$ cat config.mk
export PLATFORM = sky130hd
export DESIGN_NAME = pio_top
export DESIGN_NICKNAME = d
export VERILOG_FILES = /design/src/pkg/pio_pkg.sv /design/src/core/pio_cell.sv /design/src/core/pio_top.sv
export SDC_FILE = /design/constraint.sdc
export NUM_CORES = 1
export LEC_CHECK = 0
export ABC_AREA = 0
export BUFFER_PORTS_ARGS = -buffer_cell sky130_fd_sc_hd__buf_4
export CORE_ASPECT_RATIO = 1.75
export CORE_MARGIN = 4
export CORE_UTILIZATION = 48
export CTS_CLUSTER_DIAMETER = 120
export DETAILED_ROUTE_END_ITERATION = 12
export PLACE_DENSITY_LB_ADDON = 0.05
export SLEW_MARGIN = 20
export SYNTH_ARGS = -nofsm -noshare
export SYNTH_HDL_FRONTEND = slang
export SYNTH_SLANG_ARGS = --single-unit
$ cat constraint.sdc
create_clock -name pclk -period 1.5 [get_ports pclk]
set_input_delay 0.3 -clock pclk [delete_from_list [all_inputs] [get_ports pclk]]
set_output_delay 0.3 -clock pclk [all_outputs]
set_load 0.1 [all_outputs]
$ cat src/pkg/pio_pkg.sv
package pio_pkg;
   localparam int          PIO_PINS_MAX    = 29;
   localparam int          PIO_PORTS       = 4;
   localparam int          PIO_DBG_PIN     = 24;
   localparam logic [11:0] PIO_ADR_LATCH   = 12'h000;
   localparam logic [11:0] PIO_ADR_INMODE  = 12'h010;
   localparam logic [11:0] PIO_ADR_OUTMODE = 12'h020;
   localparam logic [11:0] PIO_ADR_SKIP    = 12'h030;
   localparam logic [11:0] PIO_ADR_CTRL    = 12'h040;
   localparam logic [11:0] PIO_ADR_PINS    = 12'h050;
   localparam int          PIO_CTRL_XBE    = 0;
   localparam int          PIO_CTRL_WPD    = 1;
   localparam logic [7:0]  PIO_LATCH_RST   = 8'hFF;
   localparam logic [7:0]  PIO_MODE_RST    = 8'h00;
endpackage

$ cat src/core/pio_cell.sv
`timescale 1ns/1ps
module pio_cell (
   input  wire logic analog_en,
   input  wire logic push_pull,
   input  wire logic out_val,
   input  wire logic active,
   input  wire logic wpu_dis,
   input  wire logic pad_sync,
   output logic      pad_o,
   output logic      pad_oe_n,
   output logic      pullup_en,
   output logic      rd_val
);
   logic drive;
   always_comb begin
      drive    = active && !analog_en && (push_pull || !out_val);
      pad_o    = out_val;
      pad_oe_n = !drive;
      pullup_en = !analog_en && !wpu_dis && !(drive && !out_val);
      rd_val    = analog_en ? 1'b0 : pad_sync;
   end
endmodule

$ cat src/core/pio_top.sv
// Decided for this implementation: the register offsets and register access over APB.
`timescale 1ns/1ps
module pio_top
   import pio_pkg::*;
#(
   parameter int NPINS = PIO_PINS_MAX
) (
   input  wire logic             pclk,
   input  wire logic             presetn,
   input  wire logic             psel,
   input  wire logic             penable,
   input  wire logic             pwrite,
   input  wire logic [11:0]      paddr,
   input  wire logic [31:0]      pwdata,
   output logic [31:0]           prdata,
   output logic                  pready,
   output logic                  pslverr,
   input  wire logic [NPINS-1:0] periph_out,
   input  wire logic [NPINS-1:0] periph_claim,
   input  wire logic             dbg_active,
   input  wire logic             dbg_out,
   input  wire logic             dbg_oe,
   output logic                  dbg_in,
   output logic [NPINS-1:0]      crossbar_skip,
   output logic [NPINS-1:0]      analog_sel,
   output logic [NPINS-1:0]      pin_level,
   input  wire logic [NPINS-1:0] pad_i,
   output logic [NPINS-1:0]      pad_o,
   output logic [NPINS-1:0]      pad_oe_n,
   output logic [NPINS-1:0]      pad_pullup_en
);
   localparam int W = PIO_PORTS * 8;
   logic [W-1:0]     latch_q, latch_d, inmode_q, inmode_d, outmode_q, outmode_d;
   logic [W-1:0]     skip_q, skip_d;
   logic             xbe_q, xbe_d, wpd_q, wpd_d;
   logic [31:0]      prdata_q, prdata_d;
   logic             pready_q, pready_d, pslverr_q, pslverr_d;
   logic [NPINS-1:0] sync1_q, sync2_q;
   logic [NPINS-1:0] po_d, poe_d, pu_d, rd_d, po_q, poe_q, pu_q, rd_q;
   logic [NPINS-1:0] ov, act, pp;
   logic             dbg_in_q;
   logic [W-1:0]     rd_ext;
   logic [1:0]       port;
   logic [3:0]       grp;
   logic             hit;

   always_comb begin
      rd_ext              = '0;
      rd_ext[NPINS-1:0]   = rd_q;
      port                = paddr[3:2];
      grp                 = paddr[7:4];
      latch_d             = latch_q;
      inmode_d            = inmode_q;
      outmode_d           = outmode_q;
      skip_d              = skip_q;
      xbe_d               = xbe_q;
      wpd_d               = wpd_q;
      prdata_d            = prdata_q;
      pslverr_d           = 1'b0;
      pready_d            = psel && !penable;
      hit                 = (paddr[11:8] == 4'h0) && (paddr[1:0] == 2'b00);
      if (psel && !penable) begin
         prdata_d = '0;
         unique case ({hit, grp})
            {1'b1, PIO_ADR_LATCH[7:4]}: begin
               if (pwrite) latch_d[port*8 +: 8] = pwdata[7:0];
               else prdata_d[7:0] = rd_ext[port*8 +: 8];
            end
            {1'b1, PIO_ADR_INMODE[7:4]}: begin
               if (pwrite) inmode_d[port*8 +: 8] = pwdata[7:0];
               else prdata_d[7:0] = inmode_q[port*8 +: 8];
            end
            {1'b1, PIO_ADR_OUTMODE[7:4]}: begin
               if (pwrite) outmode_d[port*8 +: 8] = pwdata[7:0];
               else prdata_d[7:0] = outmode_q[port*8 +: 8];
            end
            {1'b1, PIO_ADR_SKIP[7:4]}: begin
               if (pwrite) skip_d[port*8 +: 8] = pwdata[7:0];
               else prdata_d[7:0] = skip_q[port*8 +: 8];
            end
            {1'b1, PIO_ADR_CTRL[7:4]}: begin
               if (port != 2'd0) pslverr_d = 1'b1;
               else if (pwrite) begin
                  xbe_d = pwdata[PIO_CTRL_XBE];
                  wpd_d = pwdata[PIO_CTRL_WPD];
               end else begin
                  prdata_d[PIO_CTRL_XBE] = xbe_q;
                  prdata_d[PIO_CTRL_WPD] = wpd_q;
               end
            end
            default: pslverr_d = 1'b1;
         endcase
      end
   end

   always_ff @(posedge pclk or negedge presetn) begin
      if (!presetn) begin
         latch_q   <= {PIO_PORTS{PIO_LATCH_RST}};
         inmode_q  <= {PIO_PORTS{PIO_MODE_RST}};
         outmode_q <= {PIO_PORTS{PIO_MODE_RST}};
         skip_q    <= {PIO_PORTS{PIO_MODE_RST}};
         xbe_q     <= 1'b0;
         wpd_q     <= 1'b0;
         prdata_q  <= '0;
         pready_q  <= 1'b0;
         pslverr_q <= 1'b0;
      end else begin
         latch_q   <= latch_d;
         inmode_q  <= inmode_d;
         outmode_q <= outmode_d;
         skip_q    <= skip_d;
         xbe_q     <= xbe_d;
         wpd_q     <= wpd_d;
         prdata_q  <= prdata_d;
         pready_q  <= pready_d;
         pslverr_q <= pslverr_d;
      end
   end

   // pads come from outside the clock domain
   always_ff @(posedge pclk or negedge presetn) begin
      if (!presetn) begin
         sync1_q <= '0;
         sync2_q <= '0;
      end else begin
         sync1_q <= pad_i;
         sync2_q <= sync1_q;
      end
   end

   always_comb begin
      for (int i = 0; i < NPINS; i++) begin
         // skipped pins are never handed to a peripheral
         ov[i]  = (periph_claim[i] && !skip_q[i]) ? periph_out[i] : latch_q[i];
         act[i] = xbe_q;
         pp[i]  = outmode_q[i];
      end
      if (NPINS > PIO_DBG_PIN && dbg_active) begin
         // debug owns the shared pin while active, overriding latch, crossbar, XBE and output mode but not analog input mode
         ov[PIO_DBG_PIN]  = dbg_out;
         act[PIO_DBG_PIN] = dbg_oe;
         pp[PIO_DBG_PIN]  = 1'b1;
      end
   end

   for (genvar g = 0; g < NPINS; g++) begin : g_cell
      pio_cell u_cell (
         .analog_en (inmode_q[g]),
         .push_pull (pp[g]),
         .out_val   (ov[g]),
         .active    (act[g]),
         .wpu_dis   (wpd_q && xbe_q),
         .pad_sync  (sync2_q[g]),
         .pad_o     (po_d[g]),
         .pad_oe_n  (poe_d[g]),
         .pullup_en (pu_d[g]),
         .rd_val    (rd_d[g])
      );
   end

   // registered pad controls add one cycle of output latency but keep outputs glitch free
   always_ff @(posedge pclk or negedge presetn) begin
      if (!presetn) begin
         po_q     <= '1;
         poe_q    <= '1;
         pu_q     <= '1;
         rd_q     <= '0;
         dbg_in_q <= 1'b0;
      end else begin
         po_q     <= po_d;
         poe_q    <= poe_d;
         pu_q     <= pu_d;
         rd_q     <= rd_d;
         dbg_in_q <= (NPINS > PIO_DBG_PIN) ? sync2_q[PIO_DBG_PIN % NPINS] : 1'b0;
      end
   end

   assign prdata        = prdata_q;
   assign pready        = pready_q;
   assign pslverr       = pslverr_q;
   assign pad_o         = po_q;
   assign pad_oe_n      = poe_q;
   assign pad_pullup_en = pu_q;
   assign pin_level     = rd_q;
   assign dbg_in        = dbg_in_q;
   assign crossbar_skip = skip_q[NPINS-1:0];
   assign analog_sel    = inmode_q[NPINS-1:0];
endmodule

==> results of run 1 <==
critical path: stages:
cell,delay (ns)
buf_6,0.09
or4_4,0.59
buf_4,0.18
nor3b_4,0.29
buf_4,0.20
nand2_8,0.10
mux2_4,0.33
report_power, final:
group / switching, mW / internal, mW / total, mW
Sequential: 0.0984 / 8.63 / 8.73
Combinational: 1.61 / 0.888 / 2.50
Clock: 3.25 / 4.16 / 7.41
sequential cells by signal, summed over array words and instances, names as in the netlist, 8 cells and up:
signal,cells
prdata,8
latch_q,29
pad_oe_n,29
sync2_q,29
sync1_q,29
outmode_q,32
skip_q,32
pad_pullup_en,29
pad_o,29
inmode_q,32
pin_level,29
metal layers:
| layer | vias up | wire length, um | part of all wire |
|---|---|---|---|
| met5 | - | 0 | 0 |
| li1 | 4314 | - | - |
| met2 | 402 | 24900 | 0.55 |
| met3 | 83 | 2470 | 0.054 |
| met1 | 5152 | 16500 | 0.36 |
| met4 | 0 | 1480 | 0.033 |
cells by family (layout without fill, tap and decap cells):
group | count (synthesis) | in the layout | share of synthesized area
other | 1 | 24 | 0.000284
AO/OA/AOI/OAI | 126 | 126 | 0.0714
AND/OR/NAND/NOR | 198 | 198 | 0.0964
buffers and inverters | 146 | 695 | 0.0668
adder cells (fa/ha/maj) | 4 | 4 | 0.00380
multiplexers | 157 | 157 | 0.158
flip-flops | 312 | 312 | 0.603
layout make-up:
class	instances	area share
Clock buffer	40	0.0379
Clock inverter	14	0.00627
Inverter	32	0.00593
Multi-Input combinational cell	509	0.221
Sequential cell	312	0.370
Tap cell	369	0.0214
Timing Repair Buffer	609	0.337
cells in the mapped netlist, drive strengths merged (9+ instances only):
library cell,instances,area share
o21a,29,0.017
a22o,9,0.0060
nand2,22,0.0090
and2,26,0.012
dfrtp,196,0.37
buf,96,0.053
a32o,24,0.018
nor2b,86,0.041
clkbuf,18,0.0051
mux4,29,0.050
nor2,31,0.0088
dfstp,116,0.23
mux2i,31,0.024
mux2,97,0.085
inv,32,0.0091
o21ai,32,0.012
worst paths after layout:
| kind | endpoint | cells past startpoint | startpoint | slack, ns |
|---|---|---|---|---|
| max | skip_q[15]$_DFFE_PN0P_ | 7 | paddr[0] | -0.14 |
| min | pad_o[2]$_DFF_PN1_ | 3 | periph_out[2] | -0.003 |
| max reg2reg | prdata[0]$_DFFE_PN0P_ | 5 | inmode_q[16]$_DFFE_PN0P_ | -0.04 |
| min reg2reg | sync2_q[9]$_DFF_PN0_ | 0 | sync1_q[9]$_DFF_PN0_ | 0.35 |
| max in group asynchronous | pad_o[18]$_DFF_PN1_ | 3 | presetn | 0.60 |
| min in group asynchronous | dbg_in$_DFF_PN0_ | 2 | presetn | 0.22 |
metrics by stage:
step	TNS, ns	setup slack, ns	hold slack, ns
2_1_floorplan	-45.29	-0.471	0.00441
5_1_grt	-23.29	-0.149	0.00927
3_3_place_gp	-79.66	-0.648	0.217
6_report	-16.31	-0.138	-0.00347
4_1_cts	-15.29	-0.133	0.00119
3_5_place_dp	-81.83	-0.674	0.220
repair_timing:
item | in CTS | in global routing
pin swaps | 11 | 15
hold buffers | 54 | 0
buffers inserted | 93 | 15
endpoints found under the hold margin | 118 | 0
gates cloned | 0 | 0
setup endpoints to repair | 262 | 291
resized for setup | 575 | 52
==> impl_results.md, run 1 <==
- Clock Skew: 0.0162 ns
- Pwr per Cell Area: 866 nW/um2
- Final WL: 45.3 mm
- Ys flop type: dfrtp_1
- Routability Congestion: 0.925
- CTS root buf: clkbuf_16
- RSZ-0062 raised after global routing: true
- Top Usage Layer GRT: met2
- Remaining DRCs: 0
- Post-DP HPWL: 30.0 mm
- Status: finished with violations
- Synth Cell Area: 13200 um2
- TritonCTS clock tree: done
- Final period util: 1.09
- Worst VDD drop: 0.979 mV
- Starting DRT DRC Count: 560
- Synth warnings: 0
- Total Power: 18.6 mW
- Vias in the first global route: 10700
- Failing checks: negative hold slack, negative setup slack
- Fmax achieved: 611 MHz
- Synth cell types: 52
- Final hold slack: -0.00347 ns
- Layout fillers: 1609
- Post-synth ARST share: 1.00
- Crit Path Max Fanout: 8
- Fin area: 21500 um2
- Buffers on Ports: 299
- Core Util, Final: 0.791
- Row count: 80
- Initial core utilization: 0.484
- Max-slew violation count: 0
- Most frequent cells in the layout: 280 x buf_4, 187 x dfrtp_1, 171 x buf_12, 116 x dfstp_2, 96 x buf_6
- Layout Area Growth over Synthesis: 63.3%
- Antenna-violating nets left: 0
- H-tree depth: 1
- Min cycle time layout: 1.64 ns
- Synth Instances: 944
- Post-Layout Cell Count: 1885
- CP Launch Type: primary input
- Grt met1 use: 0.358
- Final worst-path setup slack: -0.138 ns
- Reg area: 7960 um2
- Max Buffers Root-to-Sink: 3
- Synthesis-stage register bit count: 312
- Commonest non-fill, non-tap cell in the layout: buf_4
- Clock slew at reported path FFs: 0.06 ns
- Leak: 10.2 nW
- Final Setup Violations: 248
- Syn avg cell area: 14.0 um2
- Final hold viol count: 1
- CTS Sinks: 312
- Global-route wire length before repair: 67.2 mm
- Hold Crit Class: in2reg
- DR pass1 iterations: 4
- Post-synth EDFFs: 0
- Multi-input logic area: 4760 um2
- Antenna violations before repair: 0
- Via/cell ratio: 5.28
- IO Pins: 348
- Placed cell count: 1670
- Die X: 133 um
- Post-synthesis sequential area ratio: 0.603
- Placed Area: 16600 um2
- Vias after detailed routing: 9951
- Worst-margin pin slew: 0.587 ns
- Worst setup EP type: register
- GR Overflow Total: 0
- GR Layer Usage met2: 0.546
- Core ar.: 27200 um2
- Worst Path Arrival: 2.08 ns
- Maxcap violations: 0
- Avg WL per Cell: 24.0 um
- Antenna diodes: 0
- Worst-skew pair later-pin latency: 0.57 ns
- Nets: 1636
- Largest net degree at the start of global routing: 48
- Max_slew headroom: 0.607
- Layout cell share with drive strength beyond 1: 0.601
- Die Y: 227 um
- WS Path Type: in2reg
- CTS Buf Count: 29
- CP Data Required Time: 1.94 ns
- GRT Util Overall: 0.297
- Total Die Area: 30300 um2
- GR met3 Demand/Resource: 0.0453
Power figures use the tool's default switching activity.
==> inputs of run 2 (changes only) <==
--- a/config.mk
+++ b/config.mk
@@ -7,12 +7,15 @@
 export LEC_CHECK = 0
 export ABC_AREA = 0
 export BUFFER_PORTS_ARGS = -buffer_cell sky130_fd_sc_hd__buf_4
+export CAP_MARGIN = 25
 export CORE_ASPECT_RATIO = 1.75
 export CORE_MARGIN = 4
-export CORE_UTILIZATION = 48
+export CORE_UTILIZATION = 49
+export CTS_BUF_LIST = sky130_fd_sc_hd__clkbuf_8
 export CTS_CLUSTER_DIAMETER = 120
 export DETAILED_ROUTE_END_ITERATION = 12
 export PLACE_DENSITY_LB_ADDON = 0.05
+export SKIP_CTS_REPAIR_TIMING = 1
 export SLEW_MARGIN = 20
 export SYNTH_ARGS = -nofsm -noshare
 export SYNTH_HDL_FRONTEND = slang
==> impl_results.md, run 2 (same netlist as run 1, synthesis figures left out) <==
- Antenna-violating nets left: 0 (unchanged)
- Via/cell ratio: 5.34 (+1.1%)
- Worst R2R Start: inmode_q[15]$_DFFE_PN0P_
- Clock slew at reported path FFs: 0.07 ns (about the same)
- GRT Util Overall: 0.261 (-0.0352)
- Antenna violations before repair: 0 (unchanged)
- Die Y: 225 um (-0.99%)
- Hold Crit Class: in2reg
- Setup crit end: analog_sel[6]
- Final worst-path setup slack: -0.141 ns (-0.00343 ns)
- Worst setup EP type: output pin
- WS Path Type: reg2out
- Post-DP HPWL: 30.0 mm (about the same)
- DR pass1 iterations: 5 (+1)
- CP startpoint: inmode_q[6]$_DFFE_PN0P_
- Min cycle time layout: 1.64 ns (+0.00343 ns)
- CTS Sinks: 312 (unchanged)
- Max Buffers Root-to-Sink: 3 (unchanged)
- CP Launch Type: register
- Core ar.: 26600 um2 (-2.3%)
- Die X: 132 um (-0.96%)
- Final setup TNS: -12.94 ns (+3.36 ns)
- Commonest non-fill, non-tap cell in the layout: buf_4
- Starting DRT DRC Count: 496 (-11%)
- Maxcap violations: 0 (unchanged)
- Row count: 79 (-1.3%)
- Avg WL per Cell: 23.6 um (-2.0%)
- Most frequent cells in the layout: 237 x buf_4, 185 x buf_12, 184 x dfrtp_1, 116 x dfstp_2, 87 x mux2_2
- Fin area: 20900 um2 (-3.1%)
- Layout fillers: 1546 (-3.9%)
- Final WL: 42.4 mm (-6.5%)
- Layout cell share with drive strength beyond 1: 0.588 (-0.0130)
- Leak: 10.0 nW (-1.8%)
- Largest net degree at the start of global routing: 64 (+33%)
- Nets: 1584 (-3.2%)
- Placed cell count: 1622 (-2.9%)
- Fmax achieved: 609 MHz (-0.21%)
- Layout Area Growth over Synthesis: 58.3%
- Clock Skew: 0.0144 ns (-0.00178 ns)
- Antenna diodes: 0 (unchanged)
- H-tree depth: 2 (+1)
- Buffers on Ports: 299 (unchanged)
- Final period util: 1.09 (+0.00229)
- Crit Path Max Fanout: 5 (-3)
- Global-route wire length before repair: 58.2 mm (-13%)
- CTS root buf: clkbuf_8
- Worst VDD drop: 0.903 mV (-7.8%)
- Worst reg2reg setup slack: -0.06 ns (-0.02 ns)
- Worst reg-to-reg path cell count: 5 (unchanged)
- Reg2reg end: prdata[7]$_DFFE_PN0P_
- RSZ-0062 raised after global routing: true
- Worst-skew pair later-pin latency: 0.57 ns (about the same)
- Worst Path Arrival: 1.34 ns (-0.74 ns)
- Vias in the first global route: 9655 (-10%)
- Largest regs: inmode_q x32, outmode_q x32, skip_q x32
- Placed Area: 16600 um2 (about the same)
- GR Overflow Total: 0 (unchanged)
- Remaining DRCs: 0 (unchanged)
- CTS Buf Count: 44 (+52%)
- Final hold viol count: 4 (+3)
- IO Pins: 348 (unchanged)
- Post-Layout Cell Count: 1797 (-4.7%)
- Failing checks: negative hold slack, negative setup slack
- CP Data Required Time: 1.20 ns (-0.74 ns)
- Routability Congestion: 0.972 (+5.1%)
- TritonCTS clock tree: done
- Final hold slack: -0.0124 ns (-0.00897 ns)
- Initial core utilization: 0.496 (+0.0116)
- Max-slew violation count: 0 (unchanged)
- Final Setup Violations: 204 (-18%)
- Vias after detailed routing: 9593 (-3.6%)
- Pwr per Cell Area: 857 nW/um2 (-1.0%)
- Status: finished with violations
- Total Die Area: 29700 um2 (-1.9%)
run 2: cell types whose count changed in the layout (fill, tap and decap cells not counted), moves of 4 or more:
cell / delta
inv_1: +19
clkbuf_16: -29
buf_12: +14
buf_6: -23
clkinv_2: -4
dlygate4sd3_1: -17
buf_4: -43
clkbuf_1: -6
clkbuf_8: +50
nand2_4: +5
nand2_8: -5
run 2: final cells by class:
type                    count  area [um2]  area share
flip-flops and latches    312        7970       0.382
multi-input cells         509        4670       0.224
well taps                 324         405      0.0194
inverters                  32         128     0.00611
clock inverters            23         116     0.00557
repair buffers            542        6830       0.327
clock buffers              55         757      0.0363
run 2: per-layer routing:
metal | track usage | vias to the layer above | part of all wire
met2 | 0.456 | 348 | 0.53
li1 | - | 4208 | -
met3 | 0.0494 | 97 | 0.054
met4 | 0.118 | 0 | 0.044
met5 | 0 | - | 0
met1 | 0.316 | 4940 | 0.37
run 2: worst min-delay path by stage:
stage                              from                     to  slack (ns)  cells after the start
final                     periph_out[8]     pad_o[8]$_DFF_PN1_       -0.01                      3
after detailed placement        presetn   sync2_q[0]$_DFF_PN0_        0.21                      1
after floorplan                 presetn       dbg_in$_DFF_PN0_       0.004                      0
after CTS                       presetn  prdata[1]$_DFFE_PN0P_       -0.40                      1
after global placement          presetn   sync1_q[0]$_DFF_PN0_        0.21                      1
after global routing      periph_out[0]     pad_o[0]$_DFF_PN1_       0.001                      3
run 2: worst max-delay path, stage by stage (launching register included):
cell	delay, ns
dfrtp_2	0.45
buf_8	0.15
buf_12	0.16
run 2: through the flow:
step	total power, mW	setup WS, ns	hold WS, ns	util
detailed placement	11.0	-0.655	0.211	0.625
global placement	11.0	-0.611	0.210	0.625
finish	17.9	-0.141	-0.0124	0.785
CTS	17.7	-0.332	-0.403	0.657
global route	18.5	-0.161	0.00127	0.785
floorplan	10.2	-0.471	0.00441	-
run 2: power by group:
group | total (mW) | internal, mW | switching [mW] | leakage, nW
Clock | 6.66 | 3.46 | 3.20 | 0.523
Sequential | 8.74 | 8.63 | 0.102 | 3.73
Combinational | 2.48 | 0.897 | 1.59 | 5.78
